<file path="src/logic/pvr_consts.svh">
// Constants for the PHY vendor register bank: offsets, fields, reset values and timing.
// How it works
// - Immediate registers 00-3Fh also answer at the same extended register address.
// - Vendor registers live at 30h-3Fh and use plain immediate read and write.
// - Two-bit trim: 00 nominal, 01 reserved, 10 plus 7.4 percent, 11 plus 3.7 percent.
// - Trim register bits 4:0 and bit 7 always read zero.
// - Headset mode is on only when key field equals 1010; upper nibble reads zero.
// - ID measure register reads at 36h-38h; write 36h, set 37h, clear 38h.
// - Result code: 000 0R, 001 75R, 010 100K, 011 200K, 100 440K, 101 float, 111 error.
// - Start bit launches a measurement and clears itself when the measurement ends.
// - Done flag asserts by itself when a 282 us measurement finishes.
// - Reading result at 36h-38h clears done; carkit status mirror read does not.
// - Enable ORed with carkit enable raises alt_int when done asserts.
// - IO and power register reads at 39h-3Bh; write 39h, set 3Ah, clear 3Bh.
// - Swap bit exchanges the two data lines in USB and UART modes.
// - UART regulator level, reset 01, applies on UART entry with transmit drive on.
// - Charger pull-up bits connect pull-ups; UART mode forces both on.
// - USB regulator level, reset 00, applies in synchronous, serial and low power mode.
`ifndef PVR_CONSTS_SVH
`define PVR_CONSTS_SVH

`define PVR_ADDR_TRIM 6'h31
`define PVR_ADDR_HSET 6'h33
`define PVR_ADDR_IDM_WR 6'h36
`define PVR_ADDR_IDM_SET 6'h37
`define PVR_ADDR_IDM_CLR 6'h38
`define PVR_ADDR_IOP_WR 6'h39
`define PVR_ADDR_IOP_SET 6'h3a
`define PVR_ADDR_IOP_CLR 6'h3b

`define PVR_TRIM_LSB 5
`define PVR_TRIM_MSB 6
`define PVR_HSET_KEY 4'ha
`define PVR_IDM_DONE_BIT 3
`define PVR_IDM_GO_BIT 4
`define PVR_IDM_RSVD_BIT 5
`define PVR_IDM_IRQEN_BIT 6
`define PVR_IDM_WMASK 8'h70
`define PVR_IOP_WMASK 8'hfe
`define PVR_IOP_RESET 8'h04

`define PVR_CLK_MHZ 250
`define PVR_MEAS_US 282
`define PVR_MEAS_CYC (`PVR_MEAS_US * `PVR_CLK_MHZ)

`endif

</file>
<file path="src/logic/pvr_pkg.sv">
// Types shared by the PHY vendor register bank.
package pvr_pkg;
    typedef enum logic [1:0] {PVR_PHY_SYNC, PVR_PHY_SERIAL, PVR_PHY_LOWPWR, PVR_PHY_UART} pvr_mode_e;
    typedef enum logic {PVR_MEAS_IDLE, PVR_MEAS_RUN} pvr_meas_e;
    typedef logic [7:0] pvr_byte_t;
endpackage : pvr_pkg

</file>
<file path="src/logic/pvr_vendor_bank.sv">
// PHY vendor register bank on the ULPI register read and write path.
`timescale 1ns/100ps
`include "pvr_consts.svh"

module pvr_vendor_bank
    import pvr_pkg::*;
#(
    parameter int MEAS_CYCLES = `PVR_MEAS_CYC
) (
    input wire logic clk, // ULPI clock, 250 MHz
    input wire logic rstn, // Synchronous reset, active low
    input wire logic regWrite, // One-cycle register write strobe
    input wire logic regRead, // One-cycle register read strobe
    input wire logic regExtended, // Access came through an extended address
    input wire logic [7:0] regAddr, // Immediate or extended register address
    input wire logic [7:0] regWdata, // Write data
    input wire logic carkitIrqEn, // ID interrupt enable from the carkit set
    input wire logic [2:0] idMeasResult, // Result code from the ID converter
    input wire logic [1:0] phyMode, // Current PHY operating mode
    input wire logic uartTxDriveEn, // UART transmit drive enable
    output logic [7:0] regRdata, // Read data, valid the cycle after regRead
    output logic regRvalid, // Read data valid pulse
    output logic idMeasStart, // Pulse that launches the ID converter
    output logic altInt, // alt_int for the RXCMD byte
    output logic [1:0] txAmpTrim, // Transmit amplitude trim
    output logic headsetModeOn, // Headset audio mode enabled
    output logic linePairSwap, // Data line swap
    output logic plusLineChargerPullup, // Pull-up on plus data line
    output logic minusLineChargerPullup, // Pull-up on minus data line
    output logic [1:0] ldoLevel, // Regulator level now in force
    output logic [2:0] idResistorCode, // Latest result, also for carkit mirror
    output logic idMeasureDone // Done flag, also for carkit mirror
);

    // ------------------------------------------------------------
    // Address decode
    // ------------------------------------------------------------

    // Extended addresses below 40h alias the immediate map.
    function automatic logic [5:0] mapAddr(input logic ext, input logic [7:0] a);
        logic [5:0] r;
        r = 6'h00;
        if (!ext || a[7:6] == 2'h0) begin
            r = a[5:0];
        end
        return r;
    endfunction : mapAddr

    logic [5:0] addr;
    logic hit;
    assign addr = mapAddr(regExtended, regAddr);
    assign hit = !regExtended || regAddr[7:6] == 2'h0;

    // ------------------------------------------------------------
    // Registers
    // ------------------------------------------------------------

    logic [1:0] trim_q;
    logic [3:0] key_q;
    pvr_byte_t idm_q;
    pvr_byte_t iop_q;
    logic [2:0] code_q;
    logic done_q;
    pvr_meas_e meas_q;
    logic [$clog2(MEAS_CYCLES + 1) - 1:0] cnt_q;
    logic measEnd;
    logic doneClr;

    assign measEnd = meas_q == PVR_MEAS_RUN && cnt_q == '0;
    // Reading the mirror in the carkit status block never reaches this port.
    assign doneClr = regRead && hit && addr >= `PVR_ADDR_IDM_WR && addr <= `PVR_ADDR_IDM_CLR;

    always_ff @(posedge clk) begin
        if (!rstn) begin
            trim_q <= 2'h0;
        end else if (regWrite && hit && addr == `PVR_ADDR_TRIM) begin
            trim_q <= regWdata[`PVR_TRIM_MSB:`PVR_TRIM_LSB];
        end
    end

    always_ff @(posedge clk) begin
        if (!rstn) begin
            key_q <= 4'h0;
        end else if (regWrite && hit && addr == `PVR_ADDR_HSET) begin
            key_q <= regWdata[3:0];
        end
    end

    // Only go, reserved bit five and the enable are writable; done and code are status.
    always_ff @(posedge clk) begin
        if (!rstn) begin
            idm_q <= 8'h00;
        end else begin
            if (regWrite && hit && addr == `PVR_ADDR_IDM_WR) begin
                idm_q <= regWdata & `PVR_IDM_WMASK;
            end else if (regWrite && hit && addr == `PVR_ADDR_IDM_SET) begin
                idm_q <= idm_q | (regWdata & `PVR_IDM_WMASK);
            end else if (regWrite && hit && addr == `PVR_ADDR_IDM_CLR) begin
                idm_q <= idm_q & ~(regWdata & `PVR_IDM_WMASK);
            end
            if (measEnd) begin
                idm_q[`PVR_IDM_GO_BIT] <= 1'b0;
            end
        end
    end

    always_ff @(posedge clk) begin
        if (!rstn) begin
            iop_q <= `PVR_IOP_RESET;
        end else if (regWrite && hit && addr == `PVR_ADDR_IOP_WR) begin
            iop_q <= regWdata & `PVR_IOP_WMASK;
        end else if (regWrite && hit && addr == `PVR_ADDR_IOP_SET) begin
            iop_q <= iop_q | (regWdata & `PVR_IOP_WMASK);
        end else if (regWrite && hit && addr == `PVR_ADDR_IOP_CLR) begin
            iop_q <= iop_q & ~(regWdata & `PVR_IOP_WMASK);
        end
    end

    // ------------------------------------------------------------
    // ID measurement sequencer
    // ------------------------------------------------------------

    // A start raised during a run is absorbed: the run in progress clears it on completion.
    always_ff @(posedge clk) begin
        if (!rstn) begin
            meas_q <= PVR_MEAS_IDLE;
            cnt_q <= '0;
            idMeasStart <= 1'b0;
        end else begin
            idMeasStart <= 1'b0;
            case (meas_q)
                PVR_MEAS_IDLE: begin
                    if (idm_q[`PVR_IDM_GO_BIT]) begin
                        meas_q <= PVR_MEAS_RUN;
                        cnt_q <= ($bits(cnt_q))'(MEAS_CYCLES - 2);
                        idMeasStart <= 1'b1;
                    end
                end
                PVR_MEAS_RUN: begin
                    if (cnt_q == '0) begin
                        meas_q <= PVR_MEAS_IDLE;
                    end else begin
                        cnt_q <= cnt_q - 1'b1;
                    end
                end
                default: meas_q <= PVR_MEAS_IDLE;
            endcase
        end
    end

    always_ff @(posedge clk) begin
        if (!rstn) begin
            code_q <= 3'h0;
        end else if (measEnd) begin
            code_q <= idMeasResult;
        end
    end

    // Completion wins over a clearing read in the same cycle.
    always_ff @(posedge clk) begin
        if (!rstn) begin
            done_q <= 1'b0;
        end else if (measEnd) begin
            done_q <= 1'b1;
        end else if (doneClr) begin
            done_q <= 1'b0;
        end
    end

    always_ff @(posedge clk) begin
        if (!rstn) begin
            altInt <= 1'b0;
        end else begin
            // Pulse on the edge that raises the done output, so the link sees both together.
            altInt <= done_q && !idMeasureDone && (idm_q[`PVR_IDM_IRQEN_BIT] || carkitIrqEn);
        end
    end

    // ------------------------------------------------------------
    // Read path
    // ------------------------------------------------------------

    always_ff @(posedge clk) begin
        if (!rstn) begin
            regRdata <= 8'h00;
            regRvalid <= 1'b0;
        end else begin
            regRvalid <= regRead;
            if (regRead) begin
                if (!hit) begin
                    regRdata <= 8'h00;
                end else if (addr == `PVR_ADDR_TRIM) begin
                    regRdata <= {1'b0, trim_q, 5'h00};
                end else if (addr == `PVR_ADDR_HSET) begin
                    regRdata <= {4'h0, key_q};
                end else if (addr >= `PVR_ADDR_IDM_WR && addr <= `PVR_ADDR_IDM_CLR) begin
                    regRdata <= {1'b0, idm_q[6:4], done_q, code_q};
                end else if (addr >= `PVR_ADDR_IOP_WR && addr <= `PVR_ADDR_IOP_CLR) begin
                    regRdata <= iop_q;
                end else begin
                    regRdata <= 8'h00;
                end
            end
        end
    end

    // ------------------------------------------------------------
    // Pin and regulator controls
    // ------------------------------------------------------------

    always_ff @(posedge clk) begin
        if (!rstn) begin
            txAmpTrim <= 2'h0;
            headsetModeOn <= 1'b0;
            linePairSwap <= 1'b0;
            plusLineChargerPullup <= 1'b0;
            minusLineChargerPullup <= 1'b0;
            ldoLevel <= 2'h0;
            idResistorCode <= 3'h0;
            idMeasureDone <= 1'b0;
        end else begin
            txAmpTrim <= trim_q;
            headsetModeOn <= key_q == `PVR_HSET_KEY;
            linePairSwap <= iop_q[1];
            plusLineChargerPullup <= iop_q[4] || phyMode == PVR_PHY_UART;
            minusLineChargerPullup <= iop_q[5] || phyMode == PVR_PHY_UART;
            if (phyMode == PVR_PHY_UART) begin
                if (uartTxDriveEn) begin
                    ldoLevel <= iop_q[3:2];
                end
            end else begin
                ldoLevel <= iop_q[7:6];
            end
            idResistorCode <= code_q;
            idMeasureDone <= done_q;
        end
    end

endmodule : pvr_vendor_bank

</file>
<file path="config.mk">
export PLATFORM = sky130hd
export DESIGN_NAME = pvr_vendor_bank
export DESIGN_NICKNAME = d
export VERILOG_FILES = /design/src/logic/pvr_pkg.sv /design/src/logic/pvr_vendor_bank.sv
export VERILOG_INCLUDE_DIRS = /design/src /design/src/logic
export SDC_FILE = /design/constraint.sdc
export NUM_CORES = 1
export LEC_CHECK = 0
export BUFFER_PORTS_ARGS = -buffer_cell sky130_fd_sc_hd__buf_2
export CAP_MARGIN = 25
export CELL_PAD_IN_SITES_DETAIL_PLACEMENT = 0
export CELL_PAD_IN_SITES_GLOBAL_PLACEMENT = 1
export CORE_MARGIN = 2
export CORE_UTILIZATION = 44
export CTS_CLUSTER_DIAMETER = 200
export DETAILED_ROUTE_END_ITERATION = 8
export GPL_TIMING_DRIVEN = 1
export PLACE_DENSITY = 0.8
export SYNTH_ARGS = -nofsm -noshare
export SYNTH_HDL_FRONTEND = slang
export SYNTH_SLANG_ARGS = --single-unit
</file>
<file path="constraint.sdc">
create_clock -name clk -period 3.5 [get_ports clk]
set_input_delay 0.7 -clock clk [delete_from_list [all_inputs] [get_ports clk]]
set_output_delay 0.7 -clock clk [all_outputs]
set_load 0.02 [all_outputs]
</file>
==> impl_metrics.py <==
metrics = {
    "logic_synthesis": {
        "synth_top_cell_by_area": "dfxtp_1",
        "post-synth-top-count-cell": "dfxtp_1",
        "yosys-top-cells-count": "61 x dfxtp_1, 37 x nor2_1, 23 x nand2_1",
        "synth_area_leaders": "dfxtp_1 46%, nor2_1 5.2%, a21oi_1 4.1%",
        "ys_types": 54,
        "ys_seq_elements": 61,
        "async_reset_ff_share_pct": 0,
        "synthFlopType": "dfxtp_1",
        "yosys_warnings": 0,
        "syn_area_per_cell_sq_um": 8.74,
        "syn_area_sq_mm": 0.00266,
        "syn_nets": 333,
        "synth_enable_flop_cells": 0,
        "syn_inst": 304,
        "ys_seq_area_share_pct": 46.0,
        "synth.top_cell.area_share_pct": 46.0,
    },
    "critical_path": {
        "cp-start-kind": "register",
        "path_max_fanout": 6,
        "setup.worst_path.end_class": "register",
        "critPathKind": "reg2reg",
        "critPathRequiredTime_ns": 3.76,
        "critPathArrivalTime_ns": 2.62,
    },
    "final_layout": {
        "num_antenna_cells": 0,
        "fin_cells": 434,
        "syn_to_final_growth_pct": 17.9,
        "nets": 384,
        "drive_above_1_share_pct": 21.7,
    },
    "sta": {
        "fin_worst_skew_ns": 0.00617,
        "rsz0062_at_grt": "no",
        "whs_ns": 0.417,
        "finalCritPeriodShare_pct": 67.5,
        "setup_ws_ns": 1.14,
        "max_slew.worst_pin.slew_ns": 0.711,
        "timing.final.max_slew_violations": 0,
        "final-hold-violation-count": 0,
        "max_freq_ghz": 0.423,
        "setup_viol": 0,
        "post-route-min-period_ns": 2.36,
        "setup_tns_ns": 0,
        "slew_headroom_pct": 52.1,
    },
    "placement": {
        "routabilityCongestion": 0.785,
        "placed_cells": 419,
        "io_buffers": 50,
        "dp_slack_ns": 1.04,
        "hpwlAfterDp_um": 4560,
    },
    "route": {
        "via_count": 2387,
        "first_pass_iters": 4,
        "antenna_left": 0,
        "drt_iter0_markers": 119,
        "wl_per_cell_um": 14.6,
        "wl_um": 6360,
        "drc": 0,
        "via_per_inst": 5.50,
    },
    "die": {
        "die_h_um": 81.7,
        "core_sq_mm": 0.00589,
        "die_area_sq_mm": 0.00668,
        "ios": 51,
        "die_w_um": 81.7,
        "row_count": 28,
        "start_util_pct": 45.2,
    },
    "global_route": {
        "met3_usage_pct": 4.62,
        "grt_use_met2_pct": 31.1,
        "grt_pass1_wl_um": 10100,
        "antenna_found_initial": 0,
        "groute.usage.overall_pct": 20.2,
        "grtUsageMet1_pct": 26.5,
        "grt_pass1_vias": 2136,
        "top_usage_layer": "met2",
        "grt_max_degree": 23,
        "grt_overflow": 0,
    },
    "cts": {
        "cts_tree": "done",
        "htreeDepth": 3,
        "clock-sinks": 61,
        "cts_hold_buf": 0,
        "cts_inserted_buffers": 9,
        "clockBufferDepth": 2,
        "cts-root-buf": "clkbuf_8",
        "path_clk_slew_ns": 0.07,
        "cts_resized": 0,
        "clock_latency_ns": 0.33,
        "post-cts-setup-buffer-count": 0,
    },
    "power": {
        "peakVddDrop_v": 0.000259,
        "p_leak_nw": 1.32,
        "power_mw": 1.33,
        "power_density_mw_per_mm2": 425,
    },
    "hold_path": {
        "hold_path_class": "reg2reg",
    },
    "status": {
        "run_status": "completed",
    },
    "flow_run": {
        "drv_cap": 0,
    },
}
-- cell families (layout without fill, tap and decap cells) --
group | after synthesis | after routing | synth area share, %
simple gates | 121 | 121 | 23.7
compound gates | 82 | 82 | 20.3
flops | 61 | 61 | 46.0
buf+inv | 23 | 78 | 3.86
mux | 9 | 9 | 3.39
xor+xnor | 7 | 7 | 2.31
fa+ha+maj | 1 | 1 | 0.471
-- cell usage in the layout, fill, tap and decap left out, types with 3 or more instances in the layout --
cell type and instances:
a211oi_1 4, a21oi_1 22, a22o_1 5, a22oi_1 4
a31oi_1 7, a32o_1 5, and2_1 9, buf_2 50
buf_4 5, clkbuf_8 10, dfxtp_1 61, inv_1 8
mux2i_1 9, nand2_1 23, nand3_1 9, nand4_1 3
nor2_1 37, nor2b_1 5, nor3_1 6, nor4_1 5
o21ai_0 15, or4_1 4, xnor2_1 4, xor2_1 3
-- critical path, cell delays in order, from the launching register on --
cell and delay, ns:
dfxtp_1 0.36, or4_1 0.65, or4_1 0.70, o21ai_2 0.25
or4_1 0.16, mux2i_1 0.17
-- area by class of cell --
class | instances | area (sq um)
Fill cell | 579 | 2750
Timing Repair Buffer | 55 | 288
Clock buffer | 11 | 141
Tap cell | 75 | 93.8
Sequential cell | 61 | 1220
Clock inverter | 4 | 25.0
Inverter | 8 | 30.0
Multi-Input combinational cell | 220 | 1330
-- metrics by stage --
step	util (%)	area, sq um
2_1_floorplan	-	2660
3_3_place_gp	50.4	2970
3_5_place_dp	50.4	2970
4_1_cts	53.2	3130
5_1_grt	53.2	3130
6_report	53.2	3130
-- final timing paths --
path | depth (start not counted) | endpoint | slack (ns) | startpoint
max | 5 | cnt_q[7]$_SDFFE_PN0P_ | 1.14 | cnt_q[13]$_SDFFE_PN0P_
min | 1 | altInt$_SDFF_PN0_ | 0.42 | idMeasureDone$_SDFF_PN0_
max reg2reg | 5 | cnt_q[7]$_SDFFE_PN0P_ | 1.14 | cnt_q[13]$_SDFFE_PN0P_
min reg2reg | 1 | altInt$_SDFF_PN0_ | 0.42 | idMeasureDone$_SDFF_PN0_
-- metal layers --
metal | vias up | part of all wire [%]
met4 | 0 | 1.4
met2 | 65 | 46
li1 | 1209 | -
met5 | - | 0
met3 | 8 | 4.3
met1 | 1105 | 49
-- report_power, final --
group | switching, mW | total, mW | internal (mW)
Combinational | 0.0553 | 0.0856 | 0.0303
Clock | 0.274 | 0.544 | 0.270
Sequential | 0.00246 | 0.701 | 0.699
Total | 0.332 | 1.33 | 0.999
No activity file was read; power rests on OpenSTA's default activity.
